[src/shared/link_event_regs.svh]
`ifndef LINK_EVENT_REGS_SVH
`define LINK_EVENT_REGS_SVH

// Register offsets (byte addresses)
`define LINK_EVENT_STATUS_OFFSET 12'h044
`define LINK_EVENT_ENABLE_OFFSET 12'h048
// Summary register: two summary bits, write one to clear
`define LINK_SUMMARY_OFFSET 12'h040
`define LINK_ADDR_WIDTH 12

// Field positions
`define BIT_SUBACTION_GAP 0
`define BIT_ARB_RESET_GAP 1
`define BIT_CYCLE_COMPLETE 4
`define BIT_CYCLE_BEGIN 5
`define BIT_SECONDS_TICK 6
`define BIT_BUS_RESET 8
`define BIT_PHY_REG_RX 9
`define BIT_PHY_INT 10
`define BIT_CYC_ARB_FAIL 16
`define BIT_CYCLE_LOST 17
`define BIT_CYCLE_OVERRUN 18
`define BIT_ISO_ARB_FAIL 19
`define BIT_SELF_ID_ERROR 20
`define BIT_HEADER_ERROR 21
`define BIT_SUMMARY_LOW 0
`define BIT_SUMMARY_HIGH 1

// Implemented bits and summary groups
`define EVENT_IMPL_MASK 32'h003F0773
`define EVENT_HIGH_MASK 32'h003F0000
`define EVENT_LOW_MASK 32'h00000773

// Reset values
`define EVENT_STATUS_RESET 32'h00000000
`define EVENT_ENABLE_RESET 32'h00000000

`endif

[src/shared/link_event_pkg.sv]
`default_nettype none
package link_event_pkg;
    typedef logic [31:0] word_t;
    typedef logic [11:0] addr_t;
    typedef enum logic [1:0] {
        ACC_NONE,
        ACC_STATUS,
        ACC_ENABLE,
        ACC_SUMMARY
    } access_e;
endpackage
`default_nettype wire

[src/rtl/event_flag_bit.sv]
`timescale 1ns/10ps
`default_nettype none
// One sticky flag with set-over-clear priority
module event_flag_bit (
    input wire logic sys_clk_i,
    input wire logic nrst_i,
    input wire logic set_i,
    input wire logic clear_i,
    output logic flag_o
);
    // Set wins against a simultaneous clear
    always_ff @(posedge sys_clk_i) begin
        if (!nrst_i) begin
            flag_o <= 1'b0;
        end else if (set_i) begin
            flag_o <= 1'b1;
        end else if (clear_i) begin
            flag_o <= 1'b0;
        end
    end
endmodule
`default_nettype wire

[src/rtl/link_event_interrupt_block.sv]
// Operation
// - Bus reset entry sets status bit 8
// - Seconds increment sets status bit 6
// - Cycle start sent/received sets bit 5
// - Subaction gap after cycle start sets 4
// - Arbitration reset gap sets bit 1
// - Any subaction gap sets bit 0
// - Flags sticky, write one clears
// - Reserved bits ignore writes, read zero
// - Enabled bits 21:16 set high summary
// - Enabled low group sets low summary
// - Disabled flags record but never interrupt
// - Summary set only on hardware set edge
// - Status and enables reset to zero
// - Header error bit 21, self-ID error 20
// - Cycle overrun sets 18, clears master
// - Two rollovers without received start set 17 if not master
// - Bits 19,16,10,9 from arbitration/PHY events
//
// The implementer's own choice: the strobed register port.
`include "link_event_regs.svh"
`timescale 1ns/10ps
`default_nettype none
module link_event_interrupt_block
    import link_event_pkg::*;
(
    input wire logic sys_clk_i,
    input wire logic nrst_i,
    // Register port
    input wire logic [11:0] addr_i,
    input wire logic [31:0] wdata_i,
    input wire logic wr_i,
    input wire logic rd_i,
    output logic [31:0] rdata_o,
    // Event sources, one-cycle pulses
    input wire logic phy_bus_reset_i,
    input wire logic seconds_inc_i,
    input wire logic cycle_start_tx_i,
    input wire logic cycle_start_rx_i,
    input wire logic subaction_gap_i,
    input wire logic arb_reset_gap_i,
    input wire logic header_error_i,
    input wire logic self_id_error_i,
    input wire logic iso_arb_fail_i,
    input wire logic cycle_too_long_i,
    input wire logic cycle_timer_rollover_i,
    input wire logic cyc_arb_fail_i,
    input wire logic phy_interrupt_i,
    input wire logic phy_reg_rx_i,
    // Cycle master control
    input wire logic cycle_master_set_i,
    input wire logic cycle_master_clr_i,
    output logic cycle_master_enable_o,
    // Summary and interrupt
    output logic link_summary_irq_low_o,
    output logic link_summary_irq_high_o,
    output logic irq_o
);
    // Register state
    wire word_t status;
    word_t link_event_enable;
    logic [1:0] summary;
    logic cycle_start_pending;
    logic [1:0] rollover_count;

    // Event gathering
    word_t set_vec;
    word_t clr_vec;
    logic cycle_start_seen;
    logic cycle_lost_set;
    logic rollover_armed;
    logic [1:0] summary_set;
    logic [1:0] summary_clr;

    // Per-event set strobes
    logic set_bus_reset;
    logic set_seconds_tick;
    logic set_cycle_begin;
    logic set_cycle_complete;
    logic set_arb_reset_gap;
    logic set_subaction_gap;
    logic set_header_error;
    logic set_self_id_error;
    logic set_cycle_overrun;
    logic set_iso_arb_fail;
    logic set_cyc_arb_fail;
    logic set_phy_int;
    logic set_phy_reg_rx;

    // Access decode
    access_e wr_sel;
    access_e rd_sel;
    logic wr_status;
    logic wr_enable;
    logic wr_summary;
    logic [31:0] summary_word;
    logic [31:0] next_rdata;

    // Next-state values
    word_t next_enable;
    logic next_cycle_start_pending;
    logic [1:0] next_rollover_count;
    logic next_cycle_master_enable;
    logic [1:0] next_summary;
    logic [31:0] next_rdata_out;

    // Decode an address into a register select
    // Offsets outside the map select nothing
    function automatic access_e decode(input addr_t a);
        case (a)
            `LINK_EVENT_STATUS_OFFSET: decode = ACC_STATUS;
            `LINK_EVENT_ENABLE_OFFSET: decode = ACC_ENABLE;
            `LINK_SUMMARY_OFFSET: decode = ACC_SUMMARY;
            default: decode = ACC_NONE;
        endcase
    endfunction

    // Keep only implemented event positions
    function automatic word_t impl_only(input word_t value);
        impl_only = value & `EVENT_IMPL_MASK;
    endfunction

    // Any enabled event of one group firing now
    function automatic logic group_hit(input word_t fired, input word_t armed, input word_t group);
        group_hit = |(fired & armed & group);
    endfunction

    // Register selects for this cycle's access
    assign wr_sel = wr_i ? decode(addr_i) : ACC_NONE;
    assign rd_sel = decode(addr_i);

    // One strobe per writable register
    assign wr_status = (wr_sel == ACC_STATUS);
    assign wr_enable = (wr_sel == ACC_ENABLE);
    assign wr_summary = (wr_sel == ACC_SUMMARY);

    // Either direction of cycle start counts
    assign cycle_start_seen = cycle_start_tx_i | cycle_start_rx_i;

    // Low group event strobes
    // Gap completes a cycle only after a start
    assign set_bus_reset = phy_bus_reset_i;
    assign set_seconds_tick = seconds_inc_i;
    assign set_cycle_begin = cycle_start_seen;
    assign set_cycle_complete = subaction_gap_i & cycle_start_pending;
    assign set_arb_reset_gap = arb_reset_gap_i;
    assign set_subaction_gap = subaction_gap_i;
    assign set_phy_int = phy_interrupt_i;
    assign set_phy_reg_rx = phy_reg_rx_i;

    // High group event strobes
    // Overrun also drops mastership below
    assign set_header_error = header_error_i;
    assign set_self_id_error = self_id_error_i;
    assign set_cycle_overrun = cycle_too_long_i;
    assign set_iso_arb_fail = iso_arb_fail_i;
    assign set_cyc_arb_fail = cyc_arb_fail_i;

    // Strobes gathered at their status positions
    // Unimplemented positions are masked off afterwards
    always_comb begin
        set_vec = 32'h00000000;
        set_vec[`BIT_BUS_RESET] = set_bus_reset;
        set_vec[`BIT_SECONDS_TICK] = set_seconds_tick;
        set_vec[`BIT_CYCLE_BEGIN] = set_cycle_begin;
        set_vec[`BIT_CYCLE_COMPLETE] = set_cycle_complete;
        set_vec[`BIT_ARB_RESET_GAP] = set_arb_reset_gap;
        set_vec[`BIT_SUBACTION_GAP] = set_subaction_gap;
        set_vec[`BIT_HEADER_ERROR] = set_header_error;
        set_vec[`BIT_SELF_ID_ERROR] = set_self_id_error;
        set_vec[`BIT_CYCLE_OVERRUN] = set_cycle_overrun;
        set_vec[`BIT_CYCLE_LOST] = cycle_lost_set;
        set_vec[`BIT_ISO_ARB_FAIL] = set_iso_arb_fail;
        set_vec[`BIT_CYC_ARB_FAIL] = set_cyc_arb_fail;
        set_vec[`BIT_PHY_INT] = set_phy_int;
        set_vec[`BIT_PHY_REG_RX] = set_phy_reg_rx;
        set_vec = impl_only(set_vec);
    end

    // Write-one-to-clear on implemented bits only
    // Writing zero leaves a flag as it is
    assign clr_vec = wr_status ? impl_only(wdata_i) : 32'h00000000;

    // Sticky flags, reserved positions stay zero
    // Each flag is its own cell so set beats clear per bit
    genvar g;
    generate
        for (g = 0; g < 32; g = g + 1) begin : gen_flag
            if (((`EVENT_IMPL_MASK >> g) & 1) != 0) begin : gen_impl
                event_flag_bit u_flag (
                    .sys_clk_i(sys_clk_i),
                    .nrst_i(nrst_i),
                    .set_i(set_vec[g]),
                    .clear_i(clr_vec[g]),
                    .flag_o(status[g])
                );
            end else begin : gen_rsvd
                assign status[g] = 1'b0;
            end
        end
    endgenerate

    // Enable value after a register write
    always_comb begin
        next_enable = link_event_enable;
        if (wr_enable) begin
            next_enable = impl_only(wdata_i);
        end
    end

    // Enable register
    // Reserved positions are never stored
    always_ff @(posedge sys_clk_i) begin
        if (!nrst_i) begin
            link_event_enable <= `EVENT_ENABLE_RESET;
        end else begin
            link_event_enable <= next_enable;
        end
    end

    // Cycle start pending until the next subaction gap
    // A new start in the gap cycle keeps it pending
    always_comb begin
        next_cycle_start_pending = cycle_start_pending;
        if (cycle_start_seen) begin
            next_cycle_start_pending = 1'b1;
        end else if (subaction_gap_i) begin
            next_cycle_start_pending = 1'b0;
        end
    end

    // Pending flag register
    always_ff @(posedge sys_clk_i) begin
        if (!nrst_i) begin
            cycle_start_pending <= 1'b0;
        end else begin
            cycle_start_pending <= next_cycle_start_pending;
        end
    end

    // One rollover already seen without a received start
    assign rollover_armed = (rollover_count == 2'd1);

    // Second rollover while not master and no start received
    assign cycle_lost_set = cycle_timer_rollover_i & ~cycle_master_enable_o
        & ~cycle_start_rx_i & rollover_armed;

    // Rollover count, restarted by a received start or by mastership
    always_comb begin
        next_rollover_count = rollover_count;
        if (cycle_start_rx_i || cycle_master_enable_o) begin
            next_rollover_count = 2'd0;
        end else if (cycle_timer_rollover_i) begin
            next_rollover_count = rollover_armed ? 2'd0 : 2'd1;
        end
    end

    // Rollover count register
    // Only the values zero and one are ever held
    always_ff @(posedge sys_clk_i) begin
        if (!nrst_i) begin
            rollover_count <= 2'd0;
        end else begin
            rollover_count <= next_rollover_count;
        end
    end

    // Overrun and clear both win against a set
    // so an overrun always drops mastership
    always_comb begin
        next_cycle_master_enable = cycle_master_enable_o;
        if (cycle_too_long_i || cycle_master_clr_i) begin
            next_cycle_master_enable = 1'b0;
        end else if (cycle_master_set_i) begin
            next_cycle_master_enable = 1'b1;
        end
    end

    // Cycle master enable register
    always_ff @(posedge sys_clk_i) begin
        if (!nrst_i) begin
            cycle_master_enable_o <= 1'b0;
        end else begin
            cycle_master_enable_o <= next_cycle_master_enable;
        end
    end

    // Summary set only by a fresh enabled hardware event
    // Enabling an already-set flag raises nothing
    assign summary_set[`BIT_SUMMARY_LOW] = group_hit(set_vec, link_event_enable, `EVENT_LOW_MASK);
    assign summary_set[`BIT_SUMMARY_HIGH] = group_hit(set_vec, link_event_enable, `EVENT_HIGH_MASK);
    assign summary_clr = wr_summary ? wdata_i[1:0] : 2'b00;

    // Summary bits, set wins over clear
    assign next_summary = summary_set | (summary & ~summary_clr);

    // Summary register
    // Cleared only by software, never by a flag clear
    always_ff @(posedge sys_clk_i) begin
        if (!nrst_i) begin
            summary <= 2'b00;
        end else begin
            summary <= next_summary;
        end
    end

    // Summary bits out, one interrupt for both
    // Level output, held until software clears
    assign link_summary_irq_low_o = summary[`BIT_SUMMARY_LOW];
    assign link_summary_irq_high_o = summary[`BIT_SUMMARY_HIGH];
    assign irq_o = |summary;

    // Summary register read view
    assign summary_word = {30'h00000000, summary};

    // Read mux, unmapped reads return zero
    always_comb begin
        case (rd_sel)
            ACC_STATUS: next_rdata = status;
            ACC_ENABLE: next_rdata = link_event_enable;
            ACC_SUMMARY: next_rdata = summary_word;
            default: next_rdata = 32'h00000000;
        endcase
    end

    // Data launched at a read, zero otherwise
    always_comb begin
        next_rdata_out = 32'h00000000;
        if (rd_i) begin
            next_rdata_out = next_rdata;
        end
    end

    // Read data one cycle after the strobe
    // Zero outside the answer cycle
    always_ff @(posedge sys_clk_i) begin
        if (!nrst_i) begin
            rdata_o <= 32'h00000000;
        end else begin
            rdata_o <= next_rdata_out;
        end
    end
endmodule
`default_nettype wire

[config.mk]
export PLATFORM = sky130hd
export DESIGN_NAME = link_event_interrupt_block
export DESIGN_NICKNAME = d
export VERILOG_FILES = /design/src/shared/link_event_pkg.sv /design/src/rtl/event_flag_bit.sv /design/src/rtl/link_event_interrupt_block.sv
export VERILOG_INCLUDE_DIRS = /design/src /design/src/shared
export SDC_FILE = /design/constraint.sdc
export NUM_CORES = 1
export LEC_CHECK = 0
export BUFFER_PORTS_ARGS = -buffer_cell sky130_fd_sc_hd__buf_2
export CORE_MARGIN = 5
export CORE_UTILIZATION = 46
export DETAILED_ROUTE_END_ITERATION = 6
export PLACE_DENSITY_LB_ADDON = 0.3
export REMOVE_ABC_BUFFERS = 1
export SYNTH_ARGS = -nofsm -noshare
export SYNTH_HDL_FRONTEND = slang
export SYNTH_HIERARCHICAL = 1
export SYNTH_SLANG_ARGS = --single-unit
[constraint.sdc]
create_clock -name sys_clk_i -period 2.1 [get_ports sys_clk_i]
set_clock_uncertainty 0.15 [all_clocks]
set_input_delay 0.315 -clock sys_clk_i [delete_from_list [all_inputs] [get_ports sys_clk_i]]
set_output_delay 0.315 -clock sys_clk_i [all_outputs]
set_load 0.01 [all_outputs]
==> results of run 1 <==
==> worst max-delay path, cell delays in order <==
cell	delay [ps]
buf_2	110
nor4_4	290
nand4_1	210
nor2_1	180
buf_4	180
and2_1	190
nor2b_4	50
o21a_1	150
==> cell type report <==
type	instances	area, sq um
clock inverters	2	13.8
multi-input cells	154	1100
well taps	54	67.6
repair buffers	72	383
clock buffers	6	82.6
fillers	421	2030
inverters	3	11.3
flip-flops and latches	47	941
==> layout by cell type, fill, tap and decap left out, drive strengths merged <==
master / count
a41oi: 2
nand4: 3
a222oi: 4
conb: 18
dfxtp: 47
nor2b: 14
o21ai: 1
clkbuf: 6
clkinv: 2
o21a: 14
and2: 16
nand2: 5
a21oi: 3
nor4b: 2
xor2: 1
nor2: 33
inv: 3
nor3: 1
or2: 2
a22oi: 12
mux2i: 16
a21o: 1
buf: 72
nor4: 4
and3: 2
==> power groups by stage <==
stage | Clock, mW | Combinational, mW | Sequential [mW]
global placement | 0 | 0.160 | 0.943
finish | 0.570 | 0.164 | 0.923
CTS | 0.587 | 0.164 | 0.923
detailed placement | 0 | 0.164 | 0.944
global route | 0.624 | 0.181 | 0.926
floorplan | 0 | 0.0807 | 0.941
==> cell families after synthesis <==
kind of cell	after synthesis
xor+xnor	1
other cells	1
flops	47
mux	16
buf+inv	27
simple gates	82
compound gates	37
==> sequential cells by signal, indices dropped and copies added (netlist names) <==
name	flops
gen_flag.gen_impl.u_flag/flag_o	14
link_event_enable	14
rdata_o	14
summary	2
cycle_master_enable_o	1
cycle_start_pending	1
rollover_count	1
==> per-stage QoR <==
step / area (sq um) / util / total power, mW / hold slack [ps] / setup slack (ps)
detailed placement: 2510 / 0.541 / 1.11 / 334 / 162
CTS: 2600 / 0.562 / 1.67 / 6.80 / 480
floorplan: 2060 / - / 1.02 / 241 / 252
global route: 2600 / 0.562 / 1.73 / 14.3 / 359
global placement: 2510 / 0.541 / 1.10 / 324 / 182
finish: 2600 / 0.562 / 1.66 / 13.5 / 480
==> routing by layer <==
| metal | routed length, um | vias to the layer above | GRT usage |
|---|---|---|---|
| li1 | - | 835 | - |
| met1 | 2040 | 796 | 0.202 |
| met2 | 2480 | 66 | 0.302 |
| met3 | 377 | 6 | 0.0401 |
| met4 | 53 | 0 | 0.0629 |
| met5 | 0 | - | 0 |
==> how the worst max path moves through the flow <==
| stage | slack (ps) | to | start |
|---|---|---|---|
| global placement | 180 | gen_flag[0].gen_impl.u_flag/flag_o$_SDFFE_PN0P_ | addr_i[9] |
| global route | 360 | gen_flag[0].gen_impl.u_flag/flag_o$_SDFFE_PN0P_ | addr_i[5] |
| floorplan | 250 | gen_flag[0].gen_impl.u_flag/flag_o$_SDFFE_PN0P_ | addr_i[5] |
| finish | 480 | gen_flag[18].gen_impl.u_flag/flag_o$_SDFFE_PN0P_ | addr_i[9] |
| CTS | 480 | gen_flag[0].gen_impl.u_flag/flag_o$_SDFFE_PN0P_ | addr_i[9] |
| detailed placement | 160 | gen_flag[10].gen_impl.u_flag/flag_o$_SDFFE_PN0P_ | addr_i[9] |
==> flow_summary.json, run 1 <==
{
  "outcome": "complete, no violations",
  "die_area_sq_um": 6160,
  "r2r-end": "summary[0]$_SDFF_PN0_",
  "synth_edf_count": 0,
  "rrSetupSlack_ps": 910,
  "io_pins": 100,
  "drive_gt1_frac": 0.352,
  "cts_max_level": 2,
  "clockPowerShare": 0.344,
  "layout.nets": 347,
  "gr-total-overflow": 0,
  "grt_max_degree": 16,
  "cts_hold_buf": 0,
  "grt_pass1_wl_um": 8240,
  "first_pass_iters": 4,
  "whs_endpoint": "cycle_master_enable_o$_SDFFE_PP0P_",
  "startpoint_type": "input port",
  "synth_top_family_by_area": "simple AND/OR/NAND/NOR gates",
  "crit_arrival_ps": 1670,
  "peakVddDrop_mv": 0.339,
  "hold_class": "input port to flop",
  "clockBufferDepth": 2,
  "synthAdderAreaFrac": 0,
  "vias": 1703,
  "clk_pin_slew_ps": 90,
  "viasPerCell": 5.04,
  "first_iter_violations": 143,
  "std_cell_rows": 25,
  "start_util": 0.466,
  "syn_inst": 211,
  "synth_cell_types": 29,
  "clkSinkCount": 47,
  "hold_viol": 0,
  "powerDensity_nw_per_um2": 637,
  "slew_violations": 0,
  "ys.flop_type": "dfxtp_1",
  "die_height_um": 78.5,
  "die_w_um": 78.5,
  "cts_tree": "done",
  "setup_viol": 0,
  "diodes": 0,
  "ys_warn_count": 6,
  "area_delta_synth_final_pct": 20.6,
  "cp_max_fo": 8,
  "dp.cells": 330,
  "hpwl_um": 3840,
  "critPathKind": "input port to flop",
  "route.detailed.drc": 0,
  "yosysTopAreaCell": "dfxtp_1",
  "instances_no_fill": 338,
  "setup_tns_ps": 0,
  "worstHoldStart": "cycle_master_clr_i",
  "grt_usage": 0.172,
  "cts_made_buffers": 5,
  "hold_depth": 2,
  "synth_commonest_cells": "dfxtp_1, nor2_1, buf_4, and2_1, mux2i_1",
  "min_period_over_period": 0.771,
  "synth_top_area_frac": 0.436,
  "p_sw_frac": 0.237,
  "synthXorXnorAreaFrac": 0.00406,
  "cell_internal_pwr_mw": 1.26,
  "cp.required_ps": 2150,
  "antenna_found_initial": 0,
  "rr_startpoint": "link_event_enable[10]$_SDFFE_PN0N_",
  "power_frac_seq": 0.557,
  "maxCapViolCount": 0,
  "rr_worst_depth": 2,
  "synth-compound-area-share": 0.130,
  "antenna_left": 0,
  "synth-seq-cells": 47,
  "synthesis.area_sq_um": 2160,
  "grt_setup_unrepaired": "no",
  "synthMuxAreaShare": 0.0742,
  "p_comb_frac": 0.099,
  "power_leakage_nw": 1.28,
  "totalWireLength_um": 4950,
  "synthSimpleGateAreaFrac": 0.272,
  "core_sq_um": 4630,
  "insertion_delay_ps": 300,
  "port_buffers": 63,
  "routedWlPerCell_um": 14.6,
  "power.switching_uw": 393,
  "max_freq_mhz": 617,
  "post_cts_buffers": 0,
  "syn_area_per_cell_sq_um": 10.2,
  "yosysSeqAreaShare": 0.436,
  "synth_area_leaders": "dfxtp_1, nor2b_4, mux2i_1",
  "yosysMostFrequentCell": "dfxtp_1",
  "period_needed_ps": 1620,
  "ctsResizeCount": 0,
  "cts-root-buf": "clkbuf_8",
  "grt_pass1_vias": 1746,
  "setup.worst_path.end_class": "flop",
  "gp_congestion": 0.755,
  "synth-async-reset-ratio": 0
}
Note: power is estimated with default switching activity, not from simulation.
==> run 2: changes to the inputs <==
- clock period: 2.1 -> 1.5 ns (I/O delays scaled with it)
==> run 2 against run 1 <==
Net effect: count of clock-buffer cells in the layout fell by 1; critical path type is now flop to output port; register-to-register slack worse by 590 ps; largest power group unchanged; sequential power grew 40%; design area grew 7.7%; sequential share of layout area down 2.5 points; utilization increased by 4.3 points.
==> flow_summary.json, run 2 (synthesis results as in run 1) <==
{
  "vias": 1792,
  "antenna_found_initial": 0,
  "post_cts_buffers": 0,
  "grt_setup_unrepaired": "yes",
  "grt_pass1_wl_um": 8400,
  "clockBufferDepth": 2,
  "dpl_worst_slack_ps": -270,
  "viasPerCell": 5.05,
  "power_frac_seq": 0.522,
  "outcome": "complete, no violations",
  "clk_pin_slew_ps": 90,
  "clockPowerShare": 0.372,
  "period_needed_ps": 1430,
  "antenna_left": 0,
  "cp.required_ps": 1120,
  "stdcell_area_sq_um": 2800,
  "io_pins": 100,
  "hold_ws_ps": 13.6,
  "hpwl_um": 3850,
  "crit_arrival_ps": 1050,
  "start_util": 0.466,
  "hold_depth": 2,
  "cts_max_level": 2,
  "power_leakage_nw": 1.38,
  "cts-root-buf": "clkbuf_8",
  "routedWlPerCell_um": 14.4,
  "setup_tns_ps": 0,
  "hold_viol": 0,
  "die_height_um": 78.5,
  "grt_pass1_vias": 1795,
  "setup_viol": 0,
  "place_area_sq_um": 2610,
  "power.switching_uw": 560,
  "die_area_sq_um": 6160,
  "final_common_cell": "buf_2",
  "max_freq_mhz": 700,
  "port_buffers": 63,
  "cp_max_fo": 4,
  "gr-total-overflow": 0,
  "cts_tree": "done",
  "gp_congestion": 0.803,
  "setup_ws_ps": 70.8,
  "min_period_over_period": 0.953,
  "grt_usage": 0.174,
  "p_sw_frac": 0.226,
  "cts_made_buffers": 5,
  "worstHoldStart": "phy_bus_reset_i",
  "maxCapViolCount": 0,
  "setup.worst_path.end_class": "output port",
  "route.detailed.drc": 0,
  "total_power_mw": 2.48,
  "num-fill-cells": 413,
  "critPathKind": "flop to output port",
  "slew_violations": 0,
  "final_cell_mix": "buf_2, dfxtp_1, nor2_1, conb_1",
  "grt_max_degree": 16,
  "clkSinkCount": 47,
  "rr_startpoint": "link_event_enable[6]$_SDFFE_PN0N_",
  "startpoint": "summary[0]$_SDFF_PN0_",
  "powerDensity_nw_per_um2": 884,
  "first_pass_iters": 4,
  "first_iter_violations": 75,
  "insertion_delay_ps": 290,
  "core_sq_um": 4630,
  "diodes": 0,
  "cell_internal_pwr_mw": 1.92,
  "startpoint_type": "flop",
  "area_delta_synth_final_pct": 29.9,
  "rr_worst_depth": 2,
  "peakVddDrop_mv": 0.629,
  "reg_top3": "gen_flag.gen_impl.u_flag/flag_o: 14 flops, link_event_enable: 14 flops, rdata_o: 14 flops",
  "drive_gt1_frac": 0.382,
  "p_comb_frac": 0.106,
  "totalWireLength_um": 5130,
  "layout.nets": 364,
  "die_w_um": 78.5,
  "std_cell_rows": 25,
  "hold_class": "input port to flop"
}
==> run 2: cell types whose count changed in the layout (fill, tap and decap cells not counted), sizes merged <==
cell         delta
buf            +10
bufinv          +1
clkbuf          -1
clkinv          +1
dlygate4sd3     +7
inv             -1
==> run 2: worst paths after layout <==
check,slack (ps),endpoint
hold reg to reg,350,rdata_o[17]$_SDFF_PN0_
setup reg to reg,320,summary[0]$_SDFF_PN0_
setup / recovery,70,irq_o
hold / removal,10,gen_flag[8].gen_impl.u_flag/flag_o$_SDFFE_PN0P_
==> run 2: final cells by class <==
class,count,area (sq um),area share
Clock buffer,5,68.8,0.0246
Clock inverter,3,43.8,0.0156
Inverter,3,11.3,0.00402
Multi-Input combinational cell,154,1110,0.396
Sequential cell,47,943,0.337
Tap cell,54,67.6,0.0241
Timing Repair Buffer,89,557,0.199
==> run 2: critical path: stages (launching register included) <==
cell and delay, ps:
dfxtp_2 350, or2_2 280, buf_2 140
==> run 2: power groups by stage <==
| stage | combinational, mW | clock (mW) | sequential (mW) |
|---|---|---|---|
| floorplan | 0.113 | 0 | 1.32 |
| global placement | 0.244 | 0 | 1.32 |
| detailed placement | 0.246 | 0 | 1.32 |
| CTS | 0.259 | 0.949 | 1.29 |
| global route | 0.287 | 1.00 | 1.30 |
| finish | 0.263 | 0.922 | 1.29 |
==> run 2: timing repair <==
item                       4_1_cts  5_1_grt
hold buffers                     6        1
hold endpoints to repair         6        1
resized for setup                0        6
setup endpoints to repair        0       15
==> run 2: metrics by stage <==
stage | cells | utilization
floorplan | 204 | -
detailed placement | 340 | 0.563
CTS | 354 | 0.600
global placement | 340 | 0.563
global route | 355 | 0.605
finish | 355 | 0.605
==> run 2: per-layer routing <==
layer,share of wire,track usage,vias up
met2,0.50,0.305,50
li1,-,-,872
met5,0,0,-
met4,0.0090,0.0507,0
met1,0.44,0.209,866
met3,0.049,0.0436,4
==> run 3: changes to the inputs <==
- ABC_AREA: not set -> 1
- CORE_UTILIZATION: 46 -> 48
==> run 3 against run 2 <==
Net effect: combinational power down 6%; largest power group unchanged; non-clock buffer count down 3; first-iteration DRC count up 69%; critical path type unchanged.
==> flow_summary.json, run 3 <==
{
  "outcome": "complete, no violations",
  "total_power_mw": 2.52,
  "yosysTopAreaCell": "dfxtp_1",
  "start_util": 0.502,
  "synth_cell_types": 25,
  "area_delta_synth_final_pct": 25.9,
  "synth_top_area_frac": 0.389,
  "slew_violations": 0,
  "setup_tns_ps": 0,
  "post_cts_buffers": 0,
  "totalWireLength_um": 5630,
  "cp.required_ps": 1120,
  "synth-async-reset-ratio": 0,
  "endpoint": "irq_o",
  "ys_warn_count": 6,
  "cts_max_level": 2,
  "route.detailed.drc": 0,
  "crit_arrival_ps": 1090,
  "diodes": 0,
  "power_frac_seq": 0.512,
  "cell_internal_pwr_mw": 1.92,
  "synth-seq-cells": 47,
  "die_area_sq_um": 6550,
  "ys.flop_type": "dfxtp_1",
  "synth_commonest_cells": "inv_1, nand2_1, nor2_1, dfxtp_1, buf_4",
  "clk_pin_slew_ps": 90,
  "vias": 2233,
  "setup.worst_path.end_class": "output port",
  "rrSetupSlack_ps": 270,
  "grt_usage": 0.182,
  "crit_chain": "or2_2 > buf_2",
  "grt_setup_unrepaired": "no",
  "core_sq_um": 4820,
  "slowest_delay_ps": 350,
  "antenna_found_initial": 0,
  "critPathKind": "flop to output port",
  "gp_congestion": 0.775,
  "std_cell_rows": 25,
  "synth_edf_count": 0,
  "hold_ws_ps": 11.0,
  "reg_top3": "gen_flag.gen_impl.u_flag/flag_o: 14 flops, link_event_enable: 14 flops, rdata_o: 14 flops",
  "hold_class": "input port to flop",
  "rr_startpoint": "cycle_master_enable_o$_SDFFE_PP0P_",
  "clockPowerShare": 0.391,
  "antenna_left": 0,
  "final_core_utilization": 0.631,
  "r2r-end": "summary[1]$_SDFF_PN0_",
  "powerDensity_nw_per_um2": 830,
  "max_freq_mhz": 683,
  "viasPerCell": 4.32,
  "hpwl_um": 4300,
  "cts_tree": "done",
  "min_period_over_period": 0.975,
  "die_w_um": 80.9,
  "dpl_worst_slack_ps": -154,
  "peakVddDrop_mv": 0.454,
  "io_pins": 100,
  "first_pass_iters": 4,
  "startpoint": "summary[0]$_SDFF_PN0_",
  "layout.nets": 513,
  "final_common_cell": "inv_1",
  "yosysMostFrequentCell": "inv_1",
  "drive_gt1_frac": 0.262,
  "slowest_stage": "dfxtp_1",
  "final_cell_mix": "inv_1, nand2_1, buf_2, nor2_1, dfxtp_1",
  "setup_viol": 0,
  "rr_worst_depth": 4,
  "startpoint_type": "flop",
  "setup_ws_ps": 36.9,
  "routedWlPerCell_um": 10.9,
  "grt_pass1_wl_um": 9380,
  "grt_max_degree": 29,
  "power_leakage_nw": 1.67,
  "yosysSeqAreaShare": 0.389,
  "synth_area_leaders": "dfxtp_1, inv_1, nand2_1",
  "port_buffers": 63,
  "maxCapViolCount": 0,
  "clockBufferDepth": 2,
  "cts-root-buf": "clkbuf_8",
  "cp_max_fo": 4,
  "power.switching_uw": 599,
  "clkSinkCount": 47,
  "period_needed_ps": 1460,
  "p_comb_frac": 0.097,
  "syn_inst": 363,
  "first_iter_violations": 127,
  "p_sw_frac": 0.237,
  "syn_area_per_cell_sq_um": 6.66,
  "hold_viol": 0,
  "die_height_um": 80.9,
  "insertion_delay_ps": 300,
  "cts_made_buffers": 5,
  "gr-total-overflow": 0,
  "grt_pass1_vias": 2209,
  "synthesis.area_sq_um": 2420
}
==> run 3: cell types whose count changed after synthesis, moves of 12 or more <==
cell,previous run,this run
a21oi_1,3,16
a21oi_2,0,14
a22oi_1,12,0
and2_1,16,0
inv_1,2,90
mux2i_1,16,0
nand2_1,5,88
nor2_1,33,48
nor2b_4,14,0
o21a_1,14,0
==> run 3: critical path: cells and delay by family (launching register included) <==
family	cells	cell delay, ps
buf+inv	1	140
flops	1	350
simple gates	1	290
==> run 3: power groups by stage <==
stage                     Sequential (mW)  Combinational [mW]  Clock [mW]
after CTS                            1.29               0.245        1.02
after global routing                 1.30               0.278        1.07
final                                1.29               0.246       0.987
after detailed placement             1.32               0.240           0
after floorplan                      1.32               0.119           0
after global placement               1.32               0.234           0
==> run 3: cell type report <==
cell class,count,area [sq um]
Fill cell,472,1780
Inverter,91,342
Clock buffer,6,82.6
Clock inverter,2,38.8
Sequential cell,47,941
Tap cell,67,83.8
Timing Repair Buffer,86,518
Multi-Input combinational cell,218,1040
==> run 3: logic make-up (layout without fill, tap and decap cells) <==
family / after synthesis / in the layout / synth area share
AO/OA/AOI/OAI: 35 / 35 / 0.105
other: 1 / 18 / 0.00155
AND/OR/NAND/NOR: 165 / 165 / 0.296
flip-flops: 47 / 47 / 0.389
buffers and inverters: 115 / 185 / 0.208
==> run 3: stage by stage <==
step                instances  cell area, sq um
floorplan                 356              2320
global placement          507              2900
detailed placement        507              2900
CTS                       517              3040
global route              517              3040
finish                    517              3040
==> run 3: routing by layer <==
metal / up-vias / track usage / share of wire
met5: - / 0 / 0
met4: 0 / 0.0574 / 0.0085
met3: 8 / 0.0377 / 0.073
met2: 69 / 0.323 / 0.49
met1: 955 / 0.218 / 0.43
li1: 1201 / - / -
==> run 3: how the worst min path moves through the flow <==
stage / cells past startpoint / slack (ps) / start / endpoint
floorplan: 1 / 150 / cycle_too_long_i / cycle_master_enable_o$_SDFFE_PP0P_
global placement: 2 / 240 / cycle_master_clr_i / cycle_master_enable_o$_SDFFE_PP0P_
detailed placement: 2 / 250 / cycle_master_clr_i / cycle_master_enable_o$_SDFFE_PP0P_
CTS: 3 / 2 / wdata_i[18] / link_event_enable[18]$_SDFFE_PN0N_
global route: 3 / 20 / seconds_inc_i / gen_flag[6].gen_impl.u_flag/flag_o$_SDFFE_PN0P_
finish: 3 / 10 / wdata_i[18] / link_event_enable[18]$_SDFFE_PN0N_
==> run 3: what timing repair did <==
action	CTS	global route
hold endpoints to repair	1	0
resized for setup	0	0
hold buffers	2	0
